===== src/design/dtc_defines.vh =====
// Constants for the dual timer/counter: register addresses, bit
// positions, mode codes and reset values.
// Assumes it is included by bare name from the design files.
`ifndef DTC_DEFINES_VH
`define DTC_DEFINES_VH

// ==========================================================
// Register addresses on the core register port
`define DTC_ADDR_CTRL      8'h88
`define DTC_ADDR_MODE      8'h89
`define DTC_ADDR_T0_LOW    8'h8A
`define DTC_ADDR_T1_LOW    8'h8B
`define DTC_ADDR_T0_HIGH   8'h8C
`define DTC_ADDR_T1_HIGH   8'h8D

// ==========================================================
// Reset values
`define DTC_RST_CTRL       8'h00
`define DTC_RST_MODE       8'h00
`define DTC_RST_COUNT      8'h00
`define DTC_RST_PINS       4'hF

// ==========================================================
// Control/flags register bit positions
`define DTC_CTRL_TF1       7
`define DTC_CTRL_TR1       6
`define DTC_CTRL_TF0       5
`define DTC_CTRL_TR0       4
`define DTC_CTRL_IE1       3
`define DTC_CTRL_IT1       2
`define DTC_CTRL_IE0       1
`define DTC_CTRL_IT0       0

// ==========================================================
// Mode select register bit positions
`define DTC_MODE_GATE1     7
`define DTC_MODE_CT1       6
`define DTC_MODE_M1_HI     5
`define DTC_MODE_M1_LO     4
`define DTC_MODE_GATE0     3
`define DTC_MODE_CT0       2
`define DTC_MODE_M0_HI     1
`define DTC_MODE_M0_LO     0

// ==========================================================
// Mode field codes
`define DTC_MODE_PRESCALE  2'h0
`define DTC_MODE_CASCADE   2'h1
`define DTC_MODE_RELOAD    2'h2
`define DTC_MODE_SPLIT     2'h3

// ==========================================================
// Timing: core clocks per machine cycle
`define DTC_MC_CLOCKS      4'hC

`endif


===== src/design/dtc_dual_timer.v =====
// Dual 16-bit timer/counter with external interrupt flags.
// Assumes a byte-wide register port from the core on clk, and
// asynchronous pins that are synchronised here before use.
`timescale 1ns/1ns
`include "dtc_defines.vh"

// Summary of operation
// - Timer 1 gate needs its interrupt pin high
// - Timer 0 gate needs its interrupt pin high
// - Timer 1 select: pin events or machine cycles
// - Timer 0 select: pin events or machine cycles
// - Timer 1 mode 00: 5-bit prescaler, 8-bit counter
// - Timer 1 mode 01: cascaded 16-bit counter
// - Timer 1 mode 10: 8-bit auto-reload from high
// - Timer 1 mode 11: stopped, holds value
// - Timer 0 mode 00: 5-bit prescaler, 8-bit counter
// - Timer 0 mode 01: cascaded 16-bit counter
// - Timer 0 mode 10: 8-bit auto-reload from high
// - Timer 0 mode 11: low byte own 8-bit counter
// - Timer 1 overflow sets flag, vectoring clears
// - Timer 0 overflow sets flag, vectoring clears
// - Timer 1 run bit turns it on/off
// - Timer 0 run bit turns it on/off
// - Interrupt 1 flag: edge or level, clear rules
// - Interrupt 0 flag: edge or level, clear rules
// - Trigger bit one edge, zero level
// - Two count bytes, separate or combined
// - Timer ticks once per twelve clocks
// - Counter samples pin once per machine cycle
// - Prescaled count is high plus five low
// - Split high byte uses timer 1 run/flag
module dtc_dual_timer (
  // Clock and reset
  input  wire       clk,
  input  wire       rst_n,
  // Register port
  input  wire [7:0] sfr_addr,
  input  wire       sfr_wr,
  input  wire       sfr_rd,
  input  wire [7:0] sfr_wdata,
  output reg  [7:0] sfr_rdata,
  output wire       sfr_sel,
  // Interrupt vectoring acknowledges
  input  wire       ack_timer0,
  input  wire       ack_timer1,
  input  wire       ack_ext_irq0,
  input  wire       ack_ext_irq1,
  // Pins
  input  wire       ext_irq0_pin,
  input  wire       ext_irq1_pin,
  input  wire       timer0_count_pin,
  input  wire       timer1_count_pin,
  // Interrupt request flags
  output wire       timer0_overflow_flag,
  output wire       timer1_overflow_flag,
  output wire       ext_irq0_flag,
  output wire       ext_irq1_flag,
  // Timer 1 overflow for baud use
  output wire       timer1_ovf_pulse
);

  // ==========================================================
  // Registers and internal signals
  reg  [7:0] timer_mode_select;
  reg  [7:0] timer_control_flags;
  reg  [3:0] pin_meta;
  reg  [3:0] pin_sync;
  reg  [1:0] cnt_sample;
  reg  [1:0] irq_prev;
  reg  [3:0] mc_cnt;
  reg  [7:0] next_ctrl;
  reg  [7:0] next_rdata;
  wire       mc_tick;
  wire       ext_irq0_pin_lvl;
  wire       ext_irq1_pin_lvl;
  wire       cnt0_lvl;
  wire       cnt1_lvl;
  wire       cnt0_edge;
  wire       cnt1_edge;
  wire       run0;
  wire       run1;
  wire       split0;
  wire       inc_lo0;
  wire       inc_lo1;
  wire       inc_hi0;
  wire       set_tf0;
  wire       set_tf1;
  wire       set_ie0;
  wire       set_ie1;
  wire       wr_ctrl;
  wire       wr_mode;
  wire [7:0] timer0_count_low;
  wire [7:0] timer0_count_high;
  wire [7:0] timer1_count_low;
  wire [7:0] timer1_count_high;
  wire       ovf0;
  wire       ovf0_hi;
  wire       ovf1;

  // Mode register fields
  wire       gate1 = timer_mode_select[`DTC_MODE_GATE1];
  wire       sel1  = timer_mode_select[`DTC_MODE_CT1];
  wire [1:0] mode1 = timer_mode_select[`DTC_MODE_M1_HI:`DTC_MODE_M1_LO];
  wire       gate0 = timer_mode_select[`DTC_MODE_GATE0];
  wire       sel0  = timer_mode_select[`DTC_MODE_CT0];
  wire [1:0] mode0 = timer_mode_select[`DTC_MODE_M0_HI:`DTC_MODE_M0_LO];

  // Control register fields
  wire       timer1_run = timer_control_flags[`DTC_CTRL_TR1];
  wire       timer0_run = timer_control_flags[`DTC_CTRL_TR0];

  // ==========================================================
  // Pin synchronisers: bit 0 ext_irq0_pin, 1 ext_irq1_pin, 2 count0, 3 count1
  // Reset to the pulled-up idle level, so no false low follows reset
  always @(posedge clk or negedge rst_n) begin
    if (!rst_n) begin
      pin_meta <= `DTC_RST_PINS;
      pin_sync <= `DTC_RST_PINS;
    end else begin
      pin_meta <= {timer1_count_pin, timer0_count_pin,
                   ext_irq1_pin, ext_irq0_pin};
      pin_sync <= pin_meta;
    end
  end

  assign ext_irq0_pin_lvl = pin_sync[0];
  assign ext_irq1_pin_lvl = pin_sync[1];
  assign cnt0_lvl = pin_sync[2];
  assign cnt1_lvl = pin_sync[3];

  // ==========================================================
  // Machine cycle divider
  always @(posedge clk or negedge rst_n) begin
    if (!rst_n) begin
      mc_cnt <= 4'h0;
    end else if (mc_tick) begin
      mc_cnt <= 4'h0;
    end else begin
      mc_cnt <= mc_cnt + 4'h1;
    end
  end

  assign mc_tick = (mc_cnt == (`DTC_MC_CLOCKS - 4'h1));

  // ==========================================================
  // Count pins sampled once per machine cycle, so an input level
  // must be held a full machine cycle to be seen reliably.
  always @(posedge clk or negedge rst_n) begin
    if (!rst_n) begin
      cnt_sample <= 2'h0;
    end else if (mc_tick) begin
      cnt_sample <= {cnt1_lvl, cnt0_lvl};
    end
  end

  assign cnt0_edge = mc_tick & cnt_sample[0] & ~cnt0_lvl;
  assign cnt1_edge = mc_tick & cnt_sample[1] & ~cnt1_lvl;

  // ==========================================================
  // Run enables and count sources
  assign split0 = (mode0 == `DTC_MODE_SPLIT);

  assign run0 = timer0_run & (~gate0 | ext_irq0_pin_lvl);
  // While timer 0 is split, timer 1 loses its run bit and is
  // switched by leaving or entering its own hold mode, and by its gate pin when gate1 is set.
  assign run1 = (timer1_run | split0) & (~gate1 | ext_irq1_pin_lvl);

  assign inc_lo0 = run0 & (sel0 ? cnt0_edge : mc_tick);
  assign inc_lo1 = run1 & (sel1 ? cnt1_edge : mc_tick);
  assign inc_hi0 = split0 & timer1_run & mc_tick;

  // ==========================================================
  // Timer instances
  dtc_timer #(
    .SPLIT_OK (1)
  ) u_timer0 (
    .clk      (clk),
    .rst_n    (rst_n),
    .mode     (mode0),
    .inc_lo   (inc_lo0),
    .inc_hi   (inc_hi0),
    .wr_lo    (sfr_wr && sfr_addr == `DTC_ADDR_T0_LOW),
    .wr_hi    (sfr_wr && sfr_addr == `DTC_ADDR_T0_HIGH),
    .wdata    (sfr_wdata),
    .count_lo (timer0_count_low),
    .count_hi (timer0_count_high),
    .ovf      (ovf0),
    .ovf_hi   (ovf0_hi)
  );

  dtc_timer #(
    .SPLIT_OK (0)
  ) u_timer1 (
    .clk      (clk),
    .rst_n    (rst_n),
    .mode     (mode1),
    .inc_lo   (inc_lo1),
    .inc_hi   (1'b0),
    .wr_lo    (sfr_wr && sfr_addr == `DTC_ADDR_T1_LOW),
    .wr_hi    (sfr_wr && sfr_addr == `DTC_ADDR_T1_HIGH),
    .wdata    (sfr_wdata),
    .count_lo (timer1_count_low),
    .count_hi (timer1_count_high),
    .ovf      (ovf1),
    .ovf_hi   ()
  );

  assign timer1_ovf_pulse = ovf1;

  // ==========================================================
  // Flag set sources
  assign set_tf0 = ovf0;
  assign set_tf1 = split0 ? ovf0_hi : ovf1;

  // Edge detection runs on the synchronised level
  always @(posedge clk or negedge rst_n) begin
    if (!rst_n) begin
      irq_prev <= 2'h3;
    end else begin
      irq_prev <= {ext_irq1_pin_lvl, ext_irq0_pin_lvl};
    end
  end

  assign set_ie0 = irq_prev[0] & ~ext_irq0_pin_lvl;
  assign set_ie1 = irq_prev[1] & ~ext_irq1_pin_lvl;

  // ==========================================================
  // Control/flags register: hardware set wins over any clear
  assign wr_ctrl = sfr_wr && (sfr_addr == `DTC_ADDR_CTRL);
  assign wr_mode = sfr_wr && (sfr_addr == `DTC_ADDR_MODE);

  always @* begin
    next_ctrl = timer_control_flags;
    if (wr_ctrl) begin
      next_ctrl = sfr_wdata;
    end
    if (ack_timer1 && !wr_ctrl) begin
      next_ctrl[`DTC_CTRL_TF1] = 1'b0;
    end
    if (ack_timer0 && !wr_ctrl) begin
      next_ctrl[`DTC_CTRL_TF0] = 1'b0;
    end
    if (set_tf1) begin
      next_ctrl[`DTC_CTRL_TF1] = 1'b1;
    end
    if (set_tf0) begin
      next_ctrl[`DTC_CTRL_TF0] = 1'b1;
    end
    // Level mode: the pin owns the flag, software cannot hold it
    if (!next_ctrl[`DTC_CTRL_IT1]) begin
      next_ctrl[`DTC_CTRL_IE1] = ~ext_irq1_pin_lvl;
    end else begin
      if (ack_ext_irq1 && !wr_ctrl) begin
        next_ctrl[`DTC_CTRL_IE1] = 1'b0;
      end
      if (set_ie1) begin
        next_ctrl[`DTC_CTRL_IE1] = 1'b1;
      end
    end
    if (!next_ctrl[`DTC_CTRL_IT0]) begin
      next_ctrl[`DTC_CTRL_IE0] = ~ext_irq0_pin_lvl;
    end else begin
      if (ack_ext_irq0 && !wr_ctrl) begin
        next_ctrl[`DTC_CTRL_IE0] = 1'b0;
      end
      if (set_ie0) begin
        next_ctrl[`DTC_CTRL_IE0] = 1'b1;
      end
    end
  end

  always @(posedge clk or negedge rst_n) begin
    if (!rst_n) begin
      timer_control_flags <= `DTC_RST_CTRL;
      timer_mode_select   <= `DTC_RST_MODE;
    end else begin
      timer_control_flags <= next_ctrl;
      if (wr_mode) begin
        timer_mode_select <= sfr_wdata;
      end
    end
  end

  assign timer0_overflow_flag = timer_control_flags[`DTC_CTRL_TF0];
  assign timer1_overflow_flag = timer_control_flags[`DTC_CTRL_TF1];
  assign ext_irq0_flag        = timer_control_flags[`DTC_CTRL_IE0];
  assign ext_irq1_flag        = timer_control_flags[`DTC_CTRL_IE1];

  // ==========================================================
  // Read path, registered; unclaimed addresses read zero
  assign sfr_sel = (sfr_addr == `DTC_ADDR_CTRL)    ||
                   (sfr_addr == `DTC_ADDR_MODE)    ||
                   (sfr_addr == `DTC_ADDR_T0_LOW)  ||
                   (sfr_addr == `DTC_ADDR_T1_LOW)  ||
                   (sfr_addr == `DTC_ADDR_T0_HIGH) ||
                   (sfr_addr == `DTC_ADDR_T1_HIGH);

  always @* begin
    case (sfr_addr)
      `DTC_ADDR_CTRL:    next_rdata = timer_control_flags;
      `DTC_ADDR_MODE:    next_rdata = timer_mode_select;
      `DTC_ADDR_T0_LOW:  next_rdata = timer0_count_low;
      `DTC_ADDR_T1_LOW:  next_rdata = timer1_count_low;
      `DTC_ADDR_T0_HIGH: next_rdata = timer0_count_high;
      `DTC_ADDR_T1_HIGH: next_rdata = timer1_count_high;
      default:           next_rdata = 8'h00;
    endcase
  end

  always @(posedge clk or negedge rst_n) begin
    if (!rst_n) begin
      sfr_rdata <= 8'h00;
    end else if (sfr_rd) begin
      sfr_rdata <= next_rdata;
    end
  end

endmodule // dtc_dual_timer


===== src/design/dtc_timer.v =====
// One timer/counter: low and high count bytes with mode logic.
// Assumes increment strobes are one-cycle pulses on clk and that
// byte writes come from the register port on the same clock.
`timescale 1ns/1ns
`include "dtc_defines.vh"

module dtc_timer #(
  parameter SPLIT_OK = 1
) (
  // Clock and reset
  input  wire       clk,
  input  wire       rst_n,
  // Control
  input  wire [1:0] mode,
  input  wire       inc_lo,
  input  wire       inc_hi,
  // Software byte writes
  input  wire       wr_lo,
  input  wire       wr_hi,
  input  wire [7:0] wdata,
  // Count and overflow pulses
  output reg  [7:0] count_lo,
  output reg  [7:0] count_hi,
  output reg        ovf,
  output reg        ovf_hi
);

  // Sum in the low eight bits, carry out on top
  function [8:0] dtc_inc8;
    input [7:0] value;
    begin
      dtc_inc8 = {1'b0, value} + 9'h001;
    end
  endfunction

  reg [7:0] next_lo;
  reg [7:0] next_hi;
  reg       next_ovf;
  reg       next_ovf_hi;
  reg [8:0] sum_lo;
  reg [8:0] sum_hi;

  // ==========================================================
  // Next count
  always @* begin
    next_lo     = count_lo;
    next_hi     = count_hi;
    next_ovf    = 1'b0;
    next_ovf_hi = 1'b0;
    sum_lo      = dtc_inc8(count_lo);
    sum_hi      = dtc_inc8(count_hi);
    case (mode)
      `DTC_MODE_PRESCALE: begin
        // Upper three low-byte bits are left alone
        if (inc_lo) begin
          next_lo[4:0] = sum_lo[4:0];
          if (count_lo[4:0] == 5'h1F) begin
            next_hi  = sum_hi[7:0];
            next_ovf = sum_hi[8];
          end
        end
      end
      `DTC_MODE_CASCADE: begin
        if (inc_lo) begin
          next_lo = sum_lo[7:0];
          if (sum_lo[8]) begin
            next_hi  = sum_hi[7:0];
            next_ovf = sum_hi[8];
          end
        end
      end
      `DTC_MODE_RELOAD: begin
        if (inc_lo) begin
          if (sum_lo[8]) begin
            next_lo  = count_hi;
            next_ovf = 1'b1;
          end else begin
            next_lo = sum_lo[7:0];
          end
        end
      end
      `DTC_MODE_SPLIT: begin
        // Timer 1 simply holds here; timer 0 splits in two bytes
        if (SPLIT_OK != 0) begin
          if (inc_lo) begin
            next_lo  = sum_lo[7:0];
            next_ovf = sum_lo[8];
          end
          if (inc_hi) begin
            next_hi     = sum_hi[7:0];
            next_ovf_hi = sum_hi[8];
          end
        end else begin
          next_lo = count_lo;
        end
      end
      default: begin
        next_lo = count_lo;
      end
    endcase
    // Software write takes the byte at once
    if (wr_lo) begin
      next_lo = wdata;
    end
    if (wr_hi) begin
      next_hi = wdata;
    end
  end

  // ==========================================================
  // Count registers
  always @(posedge clk or negedge rst_n) begin
    if (!rst_n) begin
      count_lo <= `DTC_RST_COUNT;
      count_hi <= `DTC_RST_COUNT;
      ovf      <= 1'b0;
      ovf_hi   <= 1'b0;
    end else begin
      count_lo <= next_lo;
      count_hi <= next_hi;
      ovf      <= next_ovf;
      ovf_hi   <= next_ovf_hi;
    end
  end

endmodule // dtc_timer


===== config.mk =====
export PLATFORM = sky130hd
export DESIGN_NAME = dtc_dual_timer
export DESIGN_NICKNAME = d
export VERILOG_FILES = /design/src/design/dtc_dual_timer.v /design/src/design/dtc_timer.v
export VERILOG_INCLUDE_DIRS = /design/src /design/src/design
export SDC_FILE = /design/constraint.sdc
export NUM_CORES = 1
export LEC_CHECK = 0
export BUFFER_PORTS_ARGS = -buffer_cell sky130_fd_sc_hd__buf_2
export CORE_ASPECT_RATIO = 1.5
export CORE_MARGIN = 8
export CORE_UTILIZATION = 32
export DETAILED_ROUTE_END_ITERATION = 8
export HOLD_SLACK_MARGIN = 0.05
export PLACE_DENSITY = 0.45
export SYNTH_ARGS = -nofsm -noshare
export SYNTH_HDL_FRONTEND = slang
export SYNTH_SLANG_ARGS = --single-unit

===== constraint.sdc =====
create_clock -name clk -period 3.96 [get_ports clk]
set_clock_uncertainty 0.05 [all_clocks]
set_input_delay 0.792 -clock clk [delete_from_list [all_inputs] [get_ports clk]]
set_output_delay 0.792 -clock clk [all_outputs]
set_load 0.01 [all_outputs]

==> flow_summary_export.csv, run 1 <==
group,metric,value,unit
grt,grt.total_usage,16.0,%
synth,ys_seq_elements,75,
cts,cts-resized-gates,0,
place,portBuffers,41,
grt,antenna_found_initial,0,
power,p_per_area,469,nW/um2
synth,synth_edf_count,0,
power,irDropWorstVdd,0.220,mV
synth,synth-main-ff-cell,"dfrtp_1",
cells_and_area,final_common_cell,"dfrtp_1",
power,power.leakage,2.07,nW
cts,cts_tree,"yes",
critical_path,arrival,3040,ps
synth,synthCells,449,
run_status,outcome,"completed",
timing,fmaxAchievable,348,MHz
cells_and_area,fin_area,5020,um2
cells_and_area,nNetsFinal,529,
cts,cts_buffer_depth,2,
timing,finalSetupViolations,0,
synth,synth.net_count,493,
drt,dr_total_vias,3582,
synth,ys.warnings.count,0,
min_path,hp-class,"reg2reg",
timing,worst_pin_slew,993,ps
synth,synthDistinctLibCells,59,
synth,yosysSeqAreaShare,43.0,%
critical_path,r2r_setup_slack,1090,ps
flow_run,drv_cap,0,
drt,drtIter0Drc,132,
grt,grt_first_pass_wirelength,21500,um
timing,slew_headroom,33.8,%
die,initial_core_util,32.7,%
cts,post_cts.repair.setup_buffers,0,
timing,tns,0,ps
min_path,hold_depth,0,
cts,clk-insertion-delay-late,340,ps
critical_path,reg2reg_depth,9,
drt,drc,0,
cells_and_area,antennaDiodeCount,0,
critical_path,timing.rr.end,"u_timer0.count_hi[1]",
synth,synth_area,4400,um2
timing,post-route-period-util,72.5,%
critical_path,startpoint,"u_timer0.count_lo[0]",
drt,vias_per_cell,5.49,
drt,first_pass_iters,4,
grt,grt_max_degree,76,
die,die_width,112,um
cts,h-tree-depth,3,
synth,avgSynthCellArea,9.80,um2
critical_path,worstSetupEndpoint,"u_timer0.count_hi[1]",
die,rows,52,
timing,rsz0062_at_grt,"no",
timing,slew_violations,0,
cells_and_area,synthToLayoutAreaGrowth,14.3,%
place,placed_area,4750,um2
die,pin_count,42,
critical_path,critPathRequiredTime,4130,ps
place,dp_hpwl,10500,um
grt,grt_pass1_vias,3678,
cts,cts_sinks,75,
die,fp.dieH,160,um
critical_path,end_kind,"flop",
die,die_area,17800,um2
cts,cts-buffers-inserted,9,
synth,synth-async-reset-ratio,100,%
place,gp_congestion,0.907,
critical_path,cp-start-kind,"flop",
cells_and_area,drive_gt1_share,20.2,%
die,core,13500,um2
cells_and_area,final_cell_mix,"dfrtp_1, nand2_1, buf_2",
drt,drt_wl_total,13900,um
drt,drtAntennaViolNets,0,
critical_path,critPathMaxFanout,8,
timing,period_minus_slack,2870,ps
cts,clk_pin_slew,60,ps
drt,wl_per_cell,21.3,um
timing,hold_violations,0,
timing,hold_slack,305,ps
cts,root_buffer,"clkbuf_16",
critical_path,reg2reg_from,"u_timer0.count_lo[0]",
grt,globalRouteOverflowTotal,0,
cts,hold_buffers,0,
power,power,2.36,mW
critical_path,crit_type,"reg2reg",
-- cells by family after synthesis --
logic type | count (synthesis) | share of synthesized area (%)
fa+ha+maj | 16 | 4.55
xor+xnor | 18 | 3.58
buf+inv | 37 | 3.44
compound gates | 97 | 14.4
simple gates | 156 | 18.8
mux | 50 | 12.3
flops | 75 | 43.0
-- synth_stat cells, types with 7 or more instances --
master	count	area [um2]
mux2_2	15	169
dfstp_2	10	263
nand4_1	10	62.6
dfrtp_1	65	1630
xor2_1	7	61.3
nand3_1	15	75.1
a21oi_1	31	155
clkbuf_1	11	41.3
nand2_1	48	180
o21ai_0	29	145
and3_1	11	68.8
xnor2_1	11	96.3
nor2_1	32	120
mux2i_1	28	280
inv_1	18	67.6
ha_1	16	200
-- per-layer routing --
layer	routed length [um]	up-vias	part of all wire [%]	GRT usage, %
li1	-	1693	-	-
met1	5580	1767	40	17.5
met2	7260	92	52	28.6
met3	480	30	3.5	2.28
met4	580	0	4.2	9.06
met5	0	-	0	0
-- state kept, by name, indices dropped and copies added (netlist names), 2 cells and up --
name and flops:
u_timer0.count_hi 8, mc_cnt 4, cnt_sample 2, timer_mode_select 8, u_timer1.count_lo 8, u_timer1.count_hi 8, pin_sync 4, irq_prev 2
timer_control_flags 8, u_timer0.count_lo 8, pin_meta 4, sfr_rdata 8
-- worst max-delay path, cell delays in order (launching register included) --
cell,delay (ps)
dfrtp_1,500
ha_1,360
and3_1,200
ha_1,190
inv_1,70
a222oi_1,350
buf_4,200
nor2b_1,210
mux2_2,350
mux2_2,260
-- power breakdown --
part           internal, mW  switching (mW)  leakage, nW
clock network         0.430           0.352        0.126
logic                 0.240           0.270         1.09
registers             0.876           0.190        0.862
total                  1.55           0.812         2.07
-- worst min-delay path by stage --
stage	startpoint	to
finish	pin_meta[3]	pin_sync[3]
global route	pin_meta[1]	pin_sync[1]
CTS	pin_meta[3]	pin_sync[3]
detailed placement	pin_meta[3]	pin_sync[3]
global placement	pin_meta[1]	pin_sync[1]
floorplan	pin_meta[0]	pin_sync[0]
-- area by class of cell --
class,instances,area (um2)
well taps,162,203
repair buffers,44,230
fillers,1387,8440
clock buffers,10,229
inverters,18,67.6
flip-flops and latches,75,1890
clock inverters,6,48.8
multi-input cells,337,2360
-- stage by stage --
| step | instances | setup WS [ps] | utilization, % |
|---|---|---|---|
| CTS | 652 | 1070 | 37.3 |
| finish | 652 | 1090 | 37.3 |
| detailed placement | 636 | 1040 | 35.2 |
| global route | 652 | 915 | 37.3 |
| global placement | 636 | 1090 | 35.2 |
| floorplan | 449 | 1420 | - |
(Power assumes the default switching activity.)
==> inputs of run 2 (changes only) <==
PLACE_DENSITY = 0.47   (was 0.45)
clock period = 2.3 ns   (was 3.96 ns; I/O delays follow)
==> run 2 against run 1 <==
Effect of this change:
- count of clock-buffer cells in the layout is 1 lower
- critical path depth is 1 lower
- global-route usage is 0.11 points higher
- combinational power is 140% higher
- critical path type unchanged
- largest power group unchanged
==> flow_summary_export.csv, run 2 (synthesis gave the netlist of run 1 again) <==
group,metric,value,unit
cts,clk_pin_slew,60,ps
power,pwr-share-clk,33.3,%
cts,h-tree-depth,3,
critical_path,critPathMaxFanout,2,
power,power_switching,1.46,mW
drt,first_pass_iters,6,
power,power,4.40,mW
drt,drtIter0Drc,171,
timing,finalSetupViolations,0,
timing,slew_violations,0,
die,initial_core_util,32.7,%
run_status,outcome,"completed",
grt,grt.total_usage,16.1,%
place,dp.cells,678,
place,dp_hpwl,11000,um
drt,vias_per_cell,5.30,
critical_path,startpoint,"u_timer0.count_lo[0]",
die,fp.dieH,160,um
power,irDropWorstVdd,0.383,mV
cells_and_area,regArea,1890,um2
die,rows,52,
place,placed_area,5110,um2
grt,grt_first_pass_wirelength,22000,um
critical_path,reg2reg_from,"u_timer0.count_lo[0]",
cells_and_area,final_cell_mix,"dfrtp_1, nand2_1, buf_4",
timing,worst_pin_slew,465,ps
cells_and_area,finalCoreUtilization,40.6,%
critical_path,crit_type,"reg2reg",
cts,cts_buffer_depth,2,
power,power_frac_comb,27.2,%
cells_and_area,layout.cells.non_filler,696,
timing,slew_headroom,69.0,%
cells_and_area,synthToLayoutAreaGrowth,24.3,%
die,core,13500,um2
die,die_width,112,um
drt,dr_total_vias,3686,
drt,drt_wl_total,14000,um
power,p_seq_share,39.4,%
flow_run,drv_cap,0,
place,portBuffers,41,
cts,clk-insertion-delay-late,340,ps
drt,wl_per_cell,20.1,um
drt,drtAntennaViolNets,0,
critical_path,end_kind,"flop",
cts,cts-buffers-inserted,9,
cells_and_area,antennaDiodeCount,0,
drt,drc,0,
min_path,hold_start,"timer0_count_pin",
timing,post-route-period-util,95.7,%
timing,period_minus_slack,2200,ps
power,switching_share,33.3,%
power,power.leakage,2.35,nW
cts,cts_tree,"yes",
critical_path,critPathRequiredTime,2480,ps
cells_and_area,fill_cells,1312,
cells_and_area,drive_gt1_share,28.7,%
grt,globalRouteOverflowTotal,0,
critical_path,arrival,2380,ps
critical_path,cp-start-kind,"flop",
grt,grt_max_degree,35,
cells_and_area,final_common_cell,"dfrtp_1",
power,intPower,2.94,mW
cts,root_buffer,"clkbuf_16",
cells_and_area,multi_input_comb_area,2410,um2
cells_and_area,nNetsFinal,573,
cells_and_area,fin_area,5470,um2
timing,fmaxAchievable,454,MHz
grt,grt_pass1_vias,3893,
timing,hold_violations,0,
timing,tns,0,ps
place,gp_congestion,0.867,
grt,antenna_found_initial,0,
die,pin_count,42,
min_path,hp-class,"in2reg",
cts,cts_sinks,75,
power,p_per_area,805,nW/um2
die,die_area,17800,um2
-- run 2: layer usage --
layer,vias to the layer above,global-route usage [%],part of all wire (%)
li1,1783,-,-
met1,1817,17.2,40
met2,65,29.8,55
met3,21,2.47,2.4
met4,0,7.75,3.2
met5,-,0,0
-- run 2: through the flow --
stage | hold WS [ps] | setup WS, ps
after CTS | 150 | 39.7
after global placement | 297 | -61.2
after detailed placement | 298 | -83.9
final | 164 | 98.2
after floorplan | 114 | -66.8
after global routing | 151 | -9.47
-- run 2: critical path, cell delays in order (launching register included) --
cell and delay [ps]:
dfrtp_2 380, ha_4 140, and3_4 180, ha_4 130, inv_2 30, a222oi_1 370, nor2b_2 250, mux2_4 310
mux2_2 250
-- run 2: power groups by stage --
stage               registers [mW]  logic [mW]  clock network [mW]
global route                  1.76        1.32                1.57
finish                        1.73        1.20                1.47
global placement              1.75        1.16                   0
floorplan                     1.73       0.679                   0
CTS                           1.73        1.19                1.51
detailed placement            1.75        1.19                   0
-- run 2: timing repair --
action / CTS / global route
hold endpoints to repair: 22 / 0
resized for setup: 0 / 8
buffers inserted: 0 / 1
hold buffers: 1 / 0
setup endpoints to repair: 0 / 8
-- run 2: path summary, 6_finish.rpt --
check | endpoint | slack, ps | depth (start not counted)
min in group asynchronous | u_timer0.ovf | 560 | 2
hold reg to reg | pin_sync[0] | 310 | 0
setup / recovery | u_timer0.count_hi[1] | 100 | 8
hold / removal | pin_meta[2] | 160 | 1
setup reg to reg | u_timer0.count_hi[1] | 100 | 8
max in group asynchronous | u_timer1.count_lo[6] | 1020 | 3
-- run 2: cell type report --
| type | count | area share, % |
|---|---|---|
| multi-input cells | 337 | 44.1 |
| flip-flops and latches | 75 | 34.6 |
| repair buffers | 88 | 10.8 |
| clock buffers | 9 | 4.12 |
| well taps | 162 | 3.71 |
| clock inverters | 7 | 1.47 |
| inverters | 18 | 1.24 |
